File: config.mk
export PLATFORM = sky130hd
export DESIGN_NAME = group_brightness_and_temp_floor_regs
export DESIGN_NICKNAME = d
export VERILOG_FILES = /design/src/hw/bl_regs_pkg.sv /design/src/hw/addr_decode.sv /design/src/hw/duty_group_slot.sv /design/src/hw/group_brightness_and_temp_floor_regs.sv
export SDC_FILE = /design/constraint.sdc
export NUM_CORES = 1
export LEC_CHECK = 0
export ABC_AREA = 1
export ABC_CLOCK_PERIOD_IN_PS = 1600
export BUFFER_PORTS_ARGS = -buffer_cell sky130_fd_sc_hd__buf_2
export CAP_MARGIN = 40
export CORE_ASPECT_RATIO = 0.5
export CORE_MARGIN = 4
export CORE_UTILIZATION = 59
export DETAILED_ROUTE_END_ITERATION = 10
export PLACE_DENSITY = 0.82
export SYNTH_ARGS = -nofsm -noshare
export SYNTH_HDL_FRONTEND = slang
export SYNTH_SLANG_ARGS = --single-unit
File: constraint.sdc
create_clock -name mclk -period 1.6 [get_ports mclk]
set_input_delay 0.24 -clock mclk [delete_from_list [all_inputs] [get_ports mclk]]
set_output_delay 0.24 -clock mclk [all_outputs]
set_load 0.05 [all_outputs]
File: src/hw/bl_regs_pkg.sv
/*
 * shared constants and carriers for the group brightness / temperature floor register block.
 * assumes a simple synchronous register access port driven by the host interface logic.
 */
`default_nettype none
package bl_regs_pkg;
	localparam int ADDR_W = 9;
	localparam int DATA_W = 16;
	localparam int GROUPS = 5;
	localparam int TEMP_W = 9;

	localparam logic [ADDR_W-1:0] OFS_TEMP_LOW = 9'h0_EE;
	localparam logic [ADDR_W-1:0] OFS_GROUP1 = 9'h1_3C;
	localparam logic [ADDR_W-1:0] OFS_GROUP2 = 9'h1_48;
	localparam logic [ADDR_W-1:0] OFS_GROUP3 = 9'h1_54;
	localparam logic [ADDR_W-1:0] OFS_GROUP4 = 9'h1_60;
	localparam logic [ADDR_W-1:0] OFS_GROUP5 = 9'h1_6C;
	localparam logic [ADDR_W-1:0] OFS_COMMIT_CTRL = 9'h1_78;

	localparam logic [TEMP_W-1:0] TEMP_LOW_RESET = 9'h0_69;
	localparam logic [DATA_W-1:0] DUTY_RESET = 16'hFFFF;
	localparam int COMMIT_BIT = 0;
	localparam logic [DATA_W-1:0] READ_ZERO = 16'h0000;
	localparam logic [DATA_W-TEMP_W-1:0] TEMP_RSVD_ZERO = 7'h00;

	typedef struct packed {
		logic wr;
		logic rd;
		logic [ADDR_W-1:0] addr;
		logic [DATA_W-1:0] wdata;
	} reg_req_t;

	typedef struct packed {
		logic valid;
		logic hit;
		logic [DATA_W-1:0] rdata;
	} reg_rsp_t;

	typedef enum logic [1:0] {
		SEL_NONE,
		SEL_TEMP,
		SEL_GROUP,
		SEL_COMMIT
	} reg_sel_t;
endpackage : bl_regs_pkg
`default_nettype wire

File: src/hw/addr_decode.sv
/*
 * address decoder for the register block: names the target of an access.
 * assumes the address is already in the mclk domain.
 */
`default_nettype none
module addr_decode
	import bl_regs_pkg::*;
(
	input wire logic [bl_regs_pkg::ADDR_W-1:0] addr,
	output bl_regs_pkg::reg_sel_t sel,
	output logic [2:0] group_idx
);
	import bl_regs_pkg::*;

	always_comb begin
		sel = SEL_NONE;
		group_idx = 3'h0;
		case (addr)
			OFS_TEMP_LOW: sel = SEL_TEMP; // [RULE4]
			OFS_GROUP1: begin
				sel = SEL_GROUP; // [RULE8]
				group_idx = 3'h0;
			end
			OFS_GROUP2: begin
				sel = SEL_GROUP; // [RULE8]
				group_idx = 3'h1;
			end
			OFS_GROUP3: begin
				sel = SEL_GROUP; // [RULE9]
				group_idx = 3'h2;
			end
			OFS_GROUP4: begin
				sel = SEL_GROUP; // [RULE9]
				group_idx = 3'h3;
			end
			OFS_GROUP5: begin
				sel = SEL_GROUP; // [RULE10]
				group_idx = 3'h4;
			end
			OFS_COMMIT_CTRL: sel = SEL_COMMIT; // [RULE11]
			default: sel = SEL_NONE;
		endcase
	end
endmodule : addr_decode
`default_nettype wire

File: src/hw/duty_group_slot.sv
/*
 * one double-buffered group duty slot: a shadow written by software and an active copy
 * loaded from it on commit. assumes write and commit strobes are single-cycle, same clock.
 */
`default_nettype none
module duty_group_slot #(
	parameter int WIDTH = 16,
	parameter logic [WIDTH-1:0] RESET_VAL = '1
) (
	input wire logic mclk,
	input wire logic reset_n,
	input wire logic wr_en,
	input wire logic [WIDTH-1:0] wdata,
	input wire logic commit,
	output logic [WIDTH-1:0] shadow,
	output logic [WIDTH-1:0] active
);
	logic [WIDTH-1:0] shadow_r;
	logic [WIDTH-1:0] shadow_nxt;
	logic [WIDTH-1:0] active_r;
	logic [WIDTH-1:0] active_nxt;

	always_comb begin
		shadow_nxt = shadow_r;
		active_nxt = active_r;
		if (wr_en) begin
			shadow_nxt = wdata; // [RULE7]
		end
		// a write landing with commit goes straight through, so it is not lost for a frame
		if (commit) begin
			active_nxt = shadow_nxt; // [RULE11]
		end
	end

	always_ff @(posedge mclk or negedge reset_n) begin
		if (!reset_n) begin
			shadow_r <= RESET_VAL; // [RULE6]
			active_r <= RESET_VAL;
		end else begin
			shadow_r <= shadow_nxt;
			active_r <= active_nxt;
		end
	end

	assign shadow = shadow_r;
	assign active = active_r;
endmodule : duty_group_slot
`default_nettype wire

File: src/hw/group_brightness_and_temp_floor_regs.sv
/*
 * register block of a backlight driver: five double-buffered group duty registers, the
 * commit strobe, and the signed lower junction-temperature limit.
 * assumes the host serial interface delivers one-cycle read/write requests on mclk.
 */
// Summary of operation
// RULE1: the low temperature limit is a 9-bit read/write signed field in bits 8..0.
// RULE2: codes 000h..0FFh of that field mean 0 to 255 degrees C.
// RULE3: codes 100h..1FFh of that field mean -256 to -1 degrees C.
// RULE4: the low limit register sits at offset EEh and resets to 69h.
// RULE5: bits 15..9 of the low limit register are reserved and read zero.
// RULE6: each group has a 16-bit read/write duty value resetting to FFFFh.
// RULE7: written duty values wait in a buffer until software writes the commit bit.
// RULE8: group 1 duty is at 13Ch and group 2 duty at 148h.
// RULE9: group 3 duty is at 154h and group 4 duty at 160h.
// RULE10: group 5 duty is at 16Ch.
// RULE11: writing one to bit 0 at 178h copies all buffered duty values to the active copies.
// RULE12: a duty read returns the last written buffered value, committed or not.
`default_nettype none
module group_brightness_and_temp_floor_regs
	import bl_regs_pkg::*;
#(
	parameter int N_GROUPS = bl_regs_pkg::GROUPS
) (
	input wire logic mclk,
	input wire logic reset_n,
	input wire bl_regs_pkg::reg_req_t req,
	output bl_regs_pkg::reg_rsp_t rsp,
	output logic [N_GROUPS*bl_regs_pkg::DATA_W-1:0] group_duty_active,
	output logic signed [bl_regs_pkg::TEMP_W-1:0] temp_low_limit,
	output logic brightness_commit
);
	import bl_regs_pkg::*;

	////////////////////////////////////////////////////////////////////////////////
	reg_sel_t sel;
	logic [2:0] group_idx;
	logic commit_now;
	logic [DATA_W-1:0] shadow [N_GROUPS];
	logic [DATA_W-1:0] active [N_GROUPS];

	addr_decode u_decode (
		.addr(req.addr),
		.sel(sel),
		.group_idx(group_idx)
	);

	// commit bit is a self-clearing strobe; other control bits are not kept here
	assign commit_now = req.wr && (sel == SEL_COMMIT) && req.wdata[COMMIT_BIT]; // [RULE11]

	////////////////////////////////////////////////////////////////////////////////
	genvar g;
	generate
		for (g = 0; g < N_GROUPS; g++) begin : g_slot
			duty_group_slot #(
				.WIDTH(DATA_W),
				.RESET_VAL(DUTY_RESET)
			) u_slot (
				.mclk(mclk),
				.reset_n(reset_n),
				.wr_en(req.wr && (sel == SEL_GROUP) && (group_idx == 3'(g))), // [RULE7]
				.wdata(req.wdata),
				.commit(commit_now),
				.shadow(shadow[g]),
				.active(active[g])
			);
		end
	endgenerate

	////////////////////////////////////////////////////////////////////////////////
	logic [TEMP_W-1:0] temp_low_r;
	logic [TEMP_W-1:0] temp_low_nxt;

	always_comb begin
		temp_low_nxt = temp_low_r;
		if (req.wr && (sel == SEL_TEMP)) begin
			temp_low_nxt = req.wdata[TEMP_W-1:0]; // [RULE1]
		end
	end

	always_ff @(posedge mclk or negedge reset_n) begin
		if (!reset_n) begin
			temp_low_r <= TEMP_LOW_RESET; // [RULE4]
		end else begin
			temp_low_r <= temp_low_nxt;
		end
	end

	////////////////////////////////////////////////////////////////////////////////
	reg_rsp_t rsp_r;
	reg_rsp_t rsp_nxt;

	always_comb begin
		rsp_nxt.valid = req.rd;
		rsp_nxt.hit = 1'b0;
		rsp_nxt.rdata = READ_ZERO;
		if (req.rd) begin
			case (sel)
				SEL_TEMP: begin
					rsp_nxt.hit = 1'b1;
					rsp_nxt.rdata = {TEMP_RSVD_ZERO, temp_low_r}; // [RULE5]
				end
				SEL_GROUP: begin
					rsp_nxt.hit = 1'b1;
					rsp_nxt.rdata = shadow[group_idx]; // [RULE12]
				end
				// commit bit never reads back as one since it does not persist
				SEL_COMMIT: rsp_nxt.hit = 1'b1;
				default: rsp_nxt.hit = 1'b0;
			endcase
		end
	end

	always_ff @(posedge mclk or negedge reset_n) begin
		if (!reset_n) begin
			rsp_r <= '0;
		end else begin
			rsp_r <= rsp_nxt;
		end
	end

	assign rsp = rsp_r;

	////////////////////////////////////////////////////////////////////////////////
	logic [N_GROUPS*DATA_W-1:0] duty_out_r;
	logic [N_GROUPS*DATA_W-1:0] duty_out_nxt;
	logic signed [TEMP_W-1:0] temp_out_r;
	logic signed [TEMP_W-1:0] temp_out_nxt;
	logic commit_out_r;
	logic commit_out_nxt;

	// outputs are a registered copy, so the dimming engine sees a commit one cycle later
	always_comb begin
		for (int i = 0; i < N_GROUPS; i++) begin
			duty_out_nxt[i*DATA_W +: DATA_W] = active[i]; // [RULE6]
		end
		temp_out_nxt = $signed(temp_low_nxt); // [RULE2] [RULE3]
		commit_out_nxt = commit_now;
	end

	always_ff @(posedge mclk or negedge reset_n) begin
		if (!reset_n) begin
			duty_out_r <= {N_GROUPS{DUTY_RESET}};
			temp_out_r <= TEMP_LOW_RESET;
			commit_out_r <= 1'b0;
		end else begin
			duty_out_r <= duty_out_nxt;
			temp_out_r <= temp_out_nxt;
			commit_out_r <= commit_out_nxt;
		end
	end

	assign group_duty_active = duty_out_r;
	assign temp_low_limit = temp_out_r;
	assign brightness_commit = commit_out_r;
endmodule : group_brightness_and_temp_floor_regs
`default_nettype wire

## Word-level counts from Yosys, hierarchy flattened

Cells that the tools add are included.

- Reductions and logical operators: 12
- Multiply operators: 0
- Shifts and indexed selects: 0
- $add $sub $neg: 0
- Div/mod/pow operators: 0
- Magnitude comparators: 1
- Muxes and demuxes: 13
- Bitwise logic cells: 1
- Eq/ne operators: 14

Operators by type and width:

| cell | number |
|---|---|
| 16-bit 2-to-1 mux | 7 |
| 9-bit == test, second input constant | 6 |
| 16-bit binary-select mux with 3-bit select | 1 |
| 16-bit case mux with 2 select lines | 1 |
| 17-bit 2-to-1 mux | 1 |
| 3-bit case mux with 4 select lines | 1 |
| 9-bit by 8-bit == test with 1-bit output, second input constant | 1 |
| 1-bit logical AND | 9 |
| 3-bit by 2-bit == test with 1-bit output, second input constant | 2 |
| 2-bit case mux with 3 select lines | 1 |
| 5-bit OR reduction | 1 |
| 2-bit == test, second input constant | 2 |
| 4-bit greater-or-equal comparator, second input constant | 1 |
| 3-bit inverter with 4-bit output | 1 |
| 3-bit by 1-bit == test with 1-bit output, second input constant | 1 |
| 3-bit == test, second input constant | 1 |
| 3-bit zero test | 1 |
| 3-bit OR reduction | 1 |
| 2-bit by 1-bit == test with 1-bit output, second input constant | 1 |
| 1-bit 2-to-1 mux | 1 |

- Register bits: 268
- Bits of input ports: 29
- Output and inout bits: 108
- Latch bits: 0
- Bits in writable memories: 0
- Memory bits (read-only): 0
- Memories: 0
- Word-level logic and storage cells: 57

## Longest topological paths before layout

Gate-level depths: netlist of the first run.

- Word-level depth: 8
- Mapped depth: 20

## Modules after synthesis

A second synthesis of the first run with hierarchy kept.

- Cell total of the unflattened synthesis: 1264
- Area total of the unflattened synthesis: 11526.1 µm²

By module, submodules not included:

| module | instances | area each (µm²) | sequential area each (µm²) | cells an instance |
|---|---|---|---|---|
| duty_group_slot | 5 | 1451.4 | 840.8 | 168 |
| group_brightness_and_temp_floor_regs | 1 | 4050.1 | 2807.7 | 376 |
| addr_decode | 1 | 219.0 | 0.0 | 48 |

## Worst setup path after synthesis of the first run

No wires, ideal clock.

- Path type: in2reg
- Start: input port req[23] (netlist bit)
- End: register g_slot[0].u_slot.active_r[11]
- Arrival: 2.231 ns
- Library setup time: 0.061 ns
- Slack: -0.692 ns
- Path buffers: 3
- Stages: 15
- Cell sequence: inv_1 nand3_4 nor2_8 nand2_4 clkbuf_1 nand3b_1 nor2_1 inv_1 ha_1 nand3_1 inv_1 buf_1 buf_1 nand2_1 nand2_1

- Longest elaborated chain between the ends: 7
- Elaborated cells on any way between the ends: 18

Ends and longest elaborated chain:

| element | line | source |
|---|---|---|
| start, declared | group_brightness_and_temp_floor_regs.sv:27 | `input wire bl_regs_pkg::reg_req_t req,` |
| 9-bit == test | addr_decode.sv:18 | `case (addr)` |
| 5-bit OR reduction (no source line) | n/a |  |
| 2-bit case mux with 3 select lines | addr_decode.sv:18 |  |
| 2-bit == test | group_brightness_and_temp_floor_regs.sv:61 | `.wr_en(req.wr && (sel == SEL_GROUP) && (group_idx == 3'(g))),` |
| 1-bit logical AND (2 in series) | group_brightness_and_temp_floor_regs.sv:61 |  |
| 16-bit 2-to-1 mux | duty_group_slot.sv:26 | `if (wr_en) begin` |
| end signal, assigned | duty_group_slot.sv:41 | `active_r <= active_nxt;` |
| end, declared | duty_group_slot.sv:20 | `logic [WIDTH-1:0] active_r;` |

Several ways; a longest one is shown, not always the timed one.
A chain may end at the register's enable or synchronous reset.

## Final worst setup path of the first run

- Start: input port req[20] (netlist bit)
- End: register g_slot[1].u_slot.active_r[13]

- Longest elaborated chain between the ends: 7
- Elaborated cells on any way between the ends: 18

Ends and longest elaborated chain:

| element | line |
|---|---|
| 9-bit == test | addr_decode.sv:18 |
| 5-bit OR reduction (no source line) | n/a |
| 2-bit case mux with 3 select lines | addr_decode.sv:18 |
| 2-bit == test | group_brightness_and_temp_floor_regs.sv:61 |
| 1-bit logical AND (2 in series) | group_brightness_and_temp_floor_regs.sv:61 |
| 16-bit 2-to-1 mux | duty_group_slot.sv:26 |
| end signal, assigned | duty_group_slot.sv:41 |
| end, declared | duty_group_slot.sv:20 |

Several ways; a longest one is shown, not always the timed one.

==> flow_metrics.env, run 1 <==
export IMPL_setup_viol=139
export IMPL_antenna_found_initial=0
export IMPL_wl_per_cell_um=21.5
export IMPL_max_vdd_ir_drop_mv=0.787
export IMPL_ys_ff_latch=268
export IMPL_synthArstFlopShare=1.00
export IMPL_required_ns=2.05
export IMPL_violations="setup timing"
export IMPL_clockBufferDepth=3
export IMPL_ys_seq_area_frac=0.663
export IMPL_hold_viol_final=0
export IMPL_viasPerCell=5.74
export IMPL_period_share=1.15
export IMPL_core_rowCount=34
export IMPL_p_per_area_nw_per_um2=982
export IMPL_synth_area_um2=10600
export IMPL_dieHeight_um=103
export IMPL_criticalPathCategory="input pin to register"
export IMPL_io_pins=137
export IMPL_slew_headroom=0.678
export IMPL_grt_max_degree=61
export IMPL_clock_skew_ns=0.0207
export IMPL_status="finished, violations left"
export IMPL_die_x_um=197
export IMPL_postRouteAntennaNets=0
export IMPL_drcViolationCount=0
export IMPL_cp_max_fo=7
export IMPL_initial_core_util=0.605
export IMPL_drt_initial_drc_count=874
export IMPL_synth_nets=1058
export IMPL_yosysUniqueCellTypes=37
export IMPL_fin_cells=1492
export IMPL_hpwl_mm=18.4
export IMPL_cp_start_kind="input pin"
export IMPL_clock_sink_count=268
export IMPL_min_path_type="input pin to register"
export IMPL_numCtsBuffers=23
export IMPL_nets=1275
export IMPL_crit_chain="buf_2 -> inv_1 -> nand2_2 -> inv_1 -> a31oi_1 -> ha_4 -> nand2_2 -> inv_2 -> nand2_4 -> nor2_4 -> buf_6 -> nor2_1 -> a21oi_2 -> o21ai_2"
export IMPL_htree_levels=1
export IMPL_fin_crit_ns=1.83
export IMPL_grt_usage=0.298
export IMPL_vias=8562
export IMPL_io_buffers=136
export IMPL_routed_wl_mm=32.1
export IMPL_grt_pass1_vias=8395
export IMPL_cts_clk_slew_worst_paths_ns=0.08
export IMPL_synth_ff_type="dfstp_2"
export IMPL_slowest_delay_ns=0.41
export IMPL_insertion_delay_ns=0.54
export IMPL_fmax_mhz=546
export IMPL_grt_pass1_wl_mm=46.8
export IMPL_rsz0062_at_grt="yes"
export IMPL_drive_gt1_frac=0.523
export IMPL_syn_to_final_growth_pct=29.3
export IMPL_syn_avg_cell_area_um2=10.3
export IMPL_die_area_um2=20300
export IMPL_firstDrtPassIters=7
export IMPL_cts_tree="yes"
export IMPL_place_ws_ns=-0.726
export IMPL_worstMarginPinSlew_ns=0.481
export IMPL_place_congestion=0.978
export IMPL_drv_cap=0
export IMPL_core_area_um2=17500
export IMPL_setup_ws_ns=-0.232
export IMPL_yosysWarnings=0
export IMPL_syn_inst=1025
export IMPL_synth_edff_count=0
export IMPL_cp_data_arrival_time_ns=2.29
export IMPL_overflow=0
export IMPL_cp_slowest_cell="a31oi_1"
export IMPL_finalPower_w=0.0134
export IMPL_drv_slew=0
export IMPL_end_kind="register"
export IMPL_placed_cells=1420
export IMPL_root_buffer="clkbuf_16"
export IMPL_power_leakage_nw=6.59
export IMPL_worst_hold_slack_ns=0.0250
worst max-delay path: cells and delay by family:
kind            cells  cell delay (ns)
buf+inv             5             0.52
fa+ha+maj           1             0.22
compound gates      3             0.74
simple gates        5             0.57
placed cells by master (no fill, tap or decap), types with 10 or more instances in the layout:
cell and instances:
nand2_1 314, dfstp_2 244, buf_2 128, inv_1 110
buf_4 57, o21ai_2 45, nor2_1 39, o21ai_1 30
clkbuf_16 26, dfrtp_1 24, nand3_1 20, o21ai_0 20
nand2_2 19, a21oi_2 19, buf_12 13, nor2_2 12
nor2_4 11, buf_6 10
cells in the mapped netlist (3+ instances only):
| master | n | area share |
|---|---|---|
| nand2_2 | 12 | 0.0071 |
| nand3_1 | 23 | 0.011 |
| inv_1 | 118 | 0.042 |
| clkbuf_1 | 15 | 0.0053 |
| o21ai_1 | 32 | 0.015 |
| dfstp_2 | 244 | 0.61 |
| nand2_1 | 324 | 0.11 |
| buf_2 | 9 | 0.0043 |
| nor2_4 | 4 | 0.0043 |
| nor2_1 | 57 | 0.020 |
| dfrtp_1 | 24 | 0.057 |
| nand4_1 | 9 | 0.0053 |
| buf_4 | 4 | 0.0028 |
| nand2_4 | 3 | 0.0032 |
| o21ai_2 | 46 | 0.038 |
| nor3_1 | 4 | 0.0019 |
| a21oi_1 | 37 | 0.018 |
| buf_1 | 4 | 0.0014 |
| ha_1 | 4 | 0.0047 |
| o21ai_0 | 20 | 0.0095 |
| nand3b_1 | 5 | 0.0035 |
| buf_6 | 5 | 0.0053 |
| or2_2 | 3 | 0.0018 |
report_power, final:
group,switching (W),internal [W]
combinational,0.000543,0.000234
sequential,0.0000555,0.00693
clock,0.00252,0.00316
cell type report:
type,count,area (um2)
Timing Repair Buffer,228,1830
Tap cell,234,293
Inverter,123,494
Sequential cell,268,7010
Clock buffer,36,694
Clock inverter,4,60.1
Antenna cell,1,2.50
Fill cell,968,3800
Multi-Input combinational cell,598,3300
per-layer routing:
layer	routed length (um)	track usage
met5	0	0
met3	3560	0.0764
met2	14100	0.450
met4	1430	0.0958
met1	13100	0.432
sequential cells by signal, summed over array words and instances (netlist names):
| name | cells |
|---|---|
| group_duty_active | 80 |
| g_slot.u_slot.shadow | 80 |
| g_slot.u_slot.active | 80 |
| rsp | 18 |
| brightness_commit | 1 |
| temp_low_limit | 9 |
per-stage QoR:
stage / utilization / setup TNS (ns) / cell area (um2)
global route: 0.783 / -26.96 / 13700
floorplan: - / -68.16 / 10800
detailed placement: 0.690 / -103.17 / 12100
CTS: 0.772 / -4.60 / 13500
finish: 0.783 / -16.31 / 13700
global placement: 0.690 / -94.67 / 12100
timing repair:
action                     in CTS  in global routing
resized for setup              81                 30
cloned                          9                  3
hold buffers                    4                  0
hold endpoints to repair       43                  0
buffers inserted               11                  5
setup endpoints to repair     115                176
pin swaps                      12                  6
path summary, 6_finish.rpt:
check | from | to | slack, ns | depth (start not counted)
hold reg to reg | g_slot[4].u_slot.active[3] | group_duty_active[67] | 0.36 | 0
setup / recovery | req[20] | g_slot[1].u_slot.active[13] | -0.23 | 14
max in group asynchronous | reset_n | g_slot[3].u_slot.active[8] | 0.72 | 3
hold / removal | req[8] | g_slot[1].u_slot.shadow[8] | 0.03 | 3
setup reg to reg | g_slot[1].u_slot.shadow[4] | rsp[4] | 0.30 | 8
min in group asynchronous | reset_n | temp_low_limit[2] | 0.21 | 2
kinds of logic after synthesis:
group / after synthesis / share of synthesized area
compound gates: 139 / 0.0830
fa+ha+maj: 4 / 0.00473
buf+inv: 161 / 0.0647
flops: 268 / 0.663
simple gates: 453 / 0.185
Power figures use the tool's default switching activity.
==> run 2: changes to the inputs <==
--- a/config.mk
+++ b/config.mk
@@ -9,11 +9,11 @@
 export ABC_CLOCK_PERIOD_IN_PS = 1600
 export BUFFER_PORTS_ARGS = -buffer_cell sky130_fd_sc_hd__buf_2
 export CAP_MARGIN = 40
-export CORE_ASPECT_RATIO = 0.5
 export CORE_MARGIN = 4
 export CORE_UTILIZATION = 59
 export DETAILED_ROUTE_END_ITERATION = 10
 export PLACE_DENSITY = 0.82
+export RECOVER_POWER = 25
 export SYNTH_ARGS = -nofsm -noshare
 export SYNTH_HDL_FRONTEND = slang
 export SYNTH_SLANG_ARGS = --single-unit
==> flow_metrics.env, run 2 (synthesized netlist as in run 1, its figures left out) <==
export IMPL_clock_sink_count=268
export IMPL_path_buf_inv=7
export IMPL_finalPower_w=0.0149
export IMPL_firstDrtPassIters=7
export IMPL_insertion_delay_ns=0.56
export IMPL_root_buffer="clkbuf_16"
export IMPL_viasPerCell=6.42
export IMPL_critical_path_top_delay_family="simple AND/OR/NAND/NOR gates"
export IMPL_cp_endpoint="g_slot[2].u_slot.active[3]"
export IMPL_clock_skew_ns=0.0232
export IMPL_grt_pass1_wl_mm=49.6
export IMPL_setup_viol=171
export IMPL_syn_to_final_growth_pct=41.0
export IMPL_routed_wl_mm=43.1
export IMPL_cp_max_fo=8
export IMPL_cp_start_kind="input pin"
export IMPL_grt_pass1_vias=8743
export IMPL_vias=9716
export IMPL_final_area_um2=14900
export IMPL_htree_levels=1
export IMPL_crit_chain="buf_6 -> inv_4 -> nand2_4 -> buf_4 -> nor2_2 -> nand3_1 -> nand3_1 -> nor2_2 -> inv_2 -> ha_4 -> nand2_2 -> inv_2 -> nand2_4 -> nor2_4 -> buf_6 -> buf_12 -> nor2_2 -> a21oi_4 -> o21ai_2"
export IMPL_clockBufferDepth=3
export IMPL_cp_depth=19
export IMPL_n_fill_cell=675
export IMPL_antenna_found_initial=0
export IMPL_slew_headroom=0.296
export IMPL_min_path_type="input pin to register"
export IMPL_cp_slowest_cell="a21oi_4"
export IMPL_hold_viol_final=0
export IMPL_worstMarginPinSlew_ns=1.06
export IMPL_core_rowCount=48
export IMPL_status="finished, violations left"
export IMPL_ff_latch_area_um2=7010
export IMPL_power_leakage_nw=7.08
export IMPL_slowest_delay_ns=0.31
export IMPL_drv_slew=0
export IMPL_drcViolationCount=0
export IMPL_drive_gt1_frac=0.611
export IMPL_postRouteAntennaNets=0
export IMPL_hpwl_mm=18.3
export IMPL_grt_usage=0.318
export IMPL_drt_initial_drc_count=1663
export IMPL_rrSetupSlack_ns=-0.25
export IMPL_fmax_mhz=507
export IMPL_criticalPathCategory="input pin to register"
export IMPL_max_vdd_ir_drop_mv=1.17
export IMPL_drv_cap=0
export IMPL_grt_max_degree=63
export IMPL_violations="setup timing"
export IMPL_layout_common_cells="nand2_1 (262), dfstp_2 (241), buf_2 (128)"
export IMPL_numCtsBuffers=26
export IMPL_diodes=0
export IMPL_core_area_um2=17400
export IMPL_overflow=0
export IMPL_layout_commonest_cell="nand2_1"
export IMPL_io_buffers=136
export IMPL_die_x_um=142
export IMPL_cts_tree="yes"
export IMPL_utilization=0.857
export IMPL_reg2reg_to="rsp[5]"
export IMPL_cts_clk_slew_worst_paths_ns=0.08
export IMPL_multiInputGateArea_um2=3900
export IMPL_worstSetupStartpoint="req[16]"
export IMPL_die_area_um2=20100
export IMPL_wl_per_cell_um=28.5
export IMPL_place_area_um2=12000
export IMPL_p_per_area_nw_per_um2=997
export IMPL_rr_worst_depth=8
export IMPL_whs_path_depth=3
export IMPL_io_pins=137
export IMPL_place_congestion=0.926
export IMPL_required_ns=2.09
export IMPL_cp_data_arrival_time_ns=2.46
export IMPL_setup_ws_ns=-0.371
export IMPL_dieHeight_um=142
export IMPL_end_kind="register"
export IMPL_rr_startpoint="g_slot[1].u_slot.shadow[5]"
export IMPL_path_common_cell="nor2_2"
export IMPL_rsz0062_at_grt="yes"
export IMPL_fin_crit_ns=1.97
export IMPL_initial_core_util=0.608
export IMPL_nets=1302
export IMPL_period_share=1.23
run 2: changes by cell type in the layout (fill, tap and decap cells not counted), sizes merged, moves of 4 or more:
cell and change:
buf +13, clkinv +5, bufinv +4, clkbuf +12
run 2: worst min-delay path by stage:
stage | startpoint | end | slack [ns]
3_3_place_gp | reset_n | rsp[15] | 0.15
5_1_grt | req[3] | g_slot[1].u_slot.shadow[3] | 0.02
4_1_cts | req[3] | g_slot[2].u_slot.shadow[3] | 0.008
3_5_place_dp | reset_n | rsp[15] | 0.15
6_report | req[3] | g_slot[1].u_slot.shadow[3] | 0.02
2_1_floorplan | reset_n | brightness_commit | -0.06
run 2: worst min-delay path, stage by stage:
cell     delay (ns)
buf_2          0.15
a21oi_2        0.09
inv_1          0.07
run 2: cell type report:
cell class / count / area share
sequential: 268 / 0.470
multi-input combinational: 597 / 0.261
timing repair buffer: 253 / 0.152
clock buffer: 36 / 0.0517
inverter: 123 / 0.0330
tap: 225 / 0.0189
clock inverter: 12 / 0.0132
run 2: timing repair:
action | 4_1_cts | 5_1_grt
endpoints found under the hold margin | 61 | 0
setup buffers | 18 | 8
pin swaps | 20 | 36
gates cloned | 8 | 21
gates resized for setup | 104 | 184
hold buffers | 5 | 0
setup endpoints to repair | 162 | 180
run 2: report_power, final:
group / internal [W] / total [W] / switching (W)
Clock: 0.00419 / 0.00702 / 0.00282
Sequential: 0.00693 / 0.00700 / 0.0000680
Combinational: 0.000232 / 0.000865 / 0.000633
run 2: routing by layer:
layer  vias up  track usage  share of wire
met5         -            0              0
met4         0        0.169          0.099
met3       423       0.0627           0.15
met2      1043        0.491           0.42
met1      4582        0.430           0.33
li1       3668            -              -
run 2: metrics by stage:
stage	TNS (ns)	cells	hold slack, ns	setup slack, ns
after floorplan	-68.16	1025	-0.0556	-0.536
final	-35.33	1514	0.0224	-0.371
after global routing	-38.29	1514	0.0199	-0.442
after CTS	-4.15	1488	0.00757	-0.123
after detailed placement	-113.51	1409	0.146	-0.744
after global placement	-104.69	1409	0.148	-0.705
==> run 3: changes to the inputs <==
--- a/config.mk
+++ b/config.mk
@@ -6,7 +6,6 @@
 export NUM_CORES = 1
 export LEC_CHECK = 0
 export ABC_AREA = 1
-export ABC_CLOCK_PERIOD_IN_PS = 1600
 export BUFFER_PORTS_ARGS = -buffer_cell sky130_fd_sc_hd__buf_2
 export CAP_MARGIN = 40
 export CORE_MARGIN = 4
@@ -14,6 +13,7 @@
 export DETAILED_ROUTE_END_ITERATION = 10
 export PLACE_DENSITY = 0.82
 export RECOVER_POWER = 25
+export SLEW_MARGIN = 40
 export SYNTH_ARGS = -nofsm -noshare
 export SYNTH_HDL_FRONTEND = slang
 export SYNTH_SLANG_ARGS = --single-unit
==> constraint.sdc (replaced) <==
create_clock -name mclk -period 2.3 [get_ports mclk]
set_input_delay 0.345 -clock mclk [delete_from_list [all_inputs] [get_ports mclk]]
set_output_delay 0.345 -clock mclk [all_outputs]
set_load 0.05 [all_outputs]
==> flow_metrics.env, run 3 (synthesized netlist as in run 1, its figures left out) <==
export IMPL_cp_start_kind="input pin"
export IMPL_required_ns=2.75
export IMPL_grt_max_degree=74
export IMPL_drv_slew=61
export IMPL_power_internal_w=0.00749
export IMPL_path_common_cell="inv_1"
export IMPL_vias=7637
export IMPL_post_cts_buffers=0
export IMPL_syn_to_final_growth_pct=20.2
export IMPL_numCtsBuffers=26
export IMPL_power_leakage_nw=6.28
export IMPL_cp_slowest_cell="buf_12"
export IMPL_cp_data_arrival_time_ns=2.47
export IMPL_grtUsageMet2=0.425
export IMPL_place_congestion=0.951
export IMPL_core_area_um2=17400
export IMPL_final_area_um2=12700
export IMPL_status="finished, violations left"
export IMPL_setup_viol=0
export IMPL_swShare=0.219
export IMPL_p_seq_frac=0.505
export IMPL_antenna_found_initial=0
export IMPL_grt_met1_usage=0.386
export IMPL_slowest_delay_ns=0.23
export IMPL_viasPerCell=5.29
export IMPL_overflow=0
export IMPL_grt_pass1_wl_mm=43.0
export IMPL_clock_skew_ns=0.0153
export IMPL_drt_initial_drc_count=681
export IMPL_ctsResizeCount=0
export IMPL_diodes=0
export IMPL_p_clk_frac=0.447
export IMPL_violations="capacitance limit, slew limit"
export IMPL_grt_pass1_vias=7813
export IMPL_core_rowCount=48
export IMPL_max_vdd_ir_drop_mv=0.514
export IMPL_insertion_delay_ns=0.53
export IMPL_grt_util_met3=0.0465
export IMPL_htree_levels=1
export IMPL_p_switching_w=0.00210
export IMPL_root_buffer="clkbuf_16"
export IMPL_drive_gt1_frac=0.433
export IMPL_die_x_um=142
export IMPL_period_share=0.878
export IMPL_hold_viol_final=0
export IMPL_clock_sink_count=268
export IMPL_cts_hold_fix_buffers=1
export IMPL_fin_crit_ns=2.02
export IMPL_worst_hold_slack_ns=0.124
export IMPL_fmax_mhz=495
export IMPL_dieHeight_um=142
export IMPL_hpwl_mm=18.6
export IMPL_rsz0062_at_grt="no"
export IMPL_p_per_area_nw_per_um2=754
export IMPL_drcViolationCount=0
export IMPL_routed_wl_mm=26.7
export IMPL_cts_tree="yes"
export IMPL_top_usage_layer="met2"
export IMPL_slew_headroom=-0.0495
export IMPL_pwr_share_comb=0.048
export IMPL_end_kind="register"
export IMPL_place_area_um2=11800
export IMPL_whs_path_depth=3
export IMPL_firstDrtPassIters=5
export IMPL_nets=1234
export IMPL_worstMarginPinSlew_ns=1.57
export IMPL_crit_chain="buf_2 -> inv_1 -> nand2_1 -> nor2_1 -> inv_1 -> nor3_1 -> buf_4 -> a31oi_1 -> buf_4 -> inv_1 -> buf_4 -> ha_1 -> nand3_4 -> inv_1 -> buf_12 -> nand2_1 -> nand2_1"
export IMPL_io_pins=137
export IMPL_initial_core_util=0.608
export IMPL_layout_common_cells="nand2_1 (324), dfstp_2 (220), buf_2 (135)"
export IMPL_postRouteAntennaNets=0
export IMPL_wl_per_cell_um=18.5
export IMPL_clockBufferDepth=3
export IMPL_drv_cap=1
export IMPL_cts_clk_slew_worst_paths_ns=0.06
export IMPL_die_area_um2=20100
export IMPL_criticalPathCategory="input pin to register"
export IMPL_io_buffers=136
export IMPL_grt_usage=0.272
export IMPL_layout_commonest_cell="nand2_1"
export IMPL_min_path_type="input pin to register"
export IMPL_cp_max_fo=49
export IMPL_rr_worst_depth=8
==> run 3: layout make-up <==
type / instances / area (um2)
Clock buffer: 43 / 826
Clock inverter: 4 / 51.3
Fill cell: 1211 / 4690
Inverter: 123 / 467
Multi-Input combinational cell: 596 / 2900
Sequential cell: 268 / 7010
Tap cell: 225 / 282
Timing Repair Buffer: 186 / 1180
==> run 3: power groups by stage <==
stage,combinational (W),sequential (W),clock [W]
floorplan,0.000179,0.00495,0
global placement,0.000447,0.00491,0
detailed placement,0.000455,0.00492,0
CTS,0.000461,0.00485,0.00433
global route,0.000506,0.00485,0.00456
finish,0.000457,0.00485,0.00429
==> run 3: worst max-delay path: cells and delay by family <==
family          cells  cell delay (ns)
compound gates      1             0.06
buf+inv             9             1.10
fa+ha+maj           1             0.17
simple gates        6             0.76
==> run 3: final timing paths <==
check | startpoint | to | slack (ns)
max | req[18] | g_slot[0].u_slot.active[2] | 0.28
min | req[1] | g_slot[2].u_slot.shadow[1] | 0.12
max reg2reg | g_slot[1].u_slot.shadow[5] | rsp[5] | 0.94
min reg2reg | g_slot[4].u_slot.active[5] | group_duty_active[69] | 0.36
max in group asynchronous | reset_n | g_slot[4].u_slot.shadow[7] | 0.96
min in group asynchronous | reset_n | g_slot[3].u_slot.active[4] | 0.82
==> run 3: metal layers <==
layer	wire, um	vias up
met3	1980	74
li1	-	3526
met1	11400	3708
met2	12300	329
met4	1050	0
met5	0	-
==> run 3: stage by stage <==
step	instances	total power (W)	util	worst slack [ns]	setup TNS, ns
6_report	1445	0.00959	0.731	0.281	0
2_1_floorplan	1025	0.00513	-	0.0185	0
5_1_grt	1445	0.00991	0.731	0.137	0
3_5_place_dp	1397	0.00537	0.680	-0.161	-12.11
3_3_place_gp	1397	0.00536	0.680	-0.0840	-2.52
4_1_cts	1445	0.00964	0.731	0.337	0
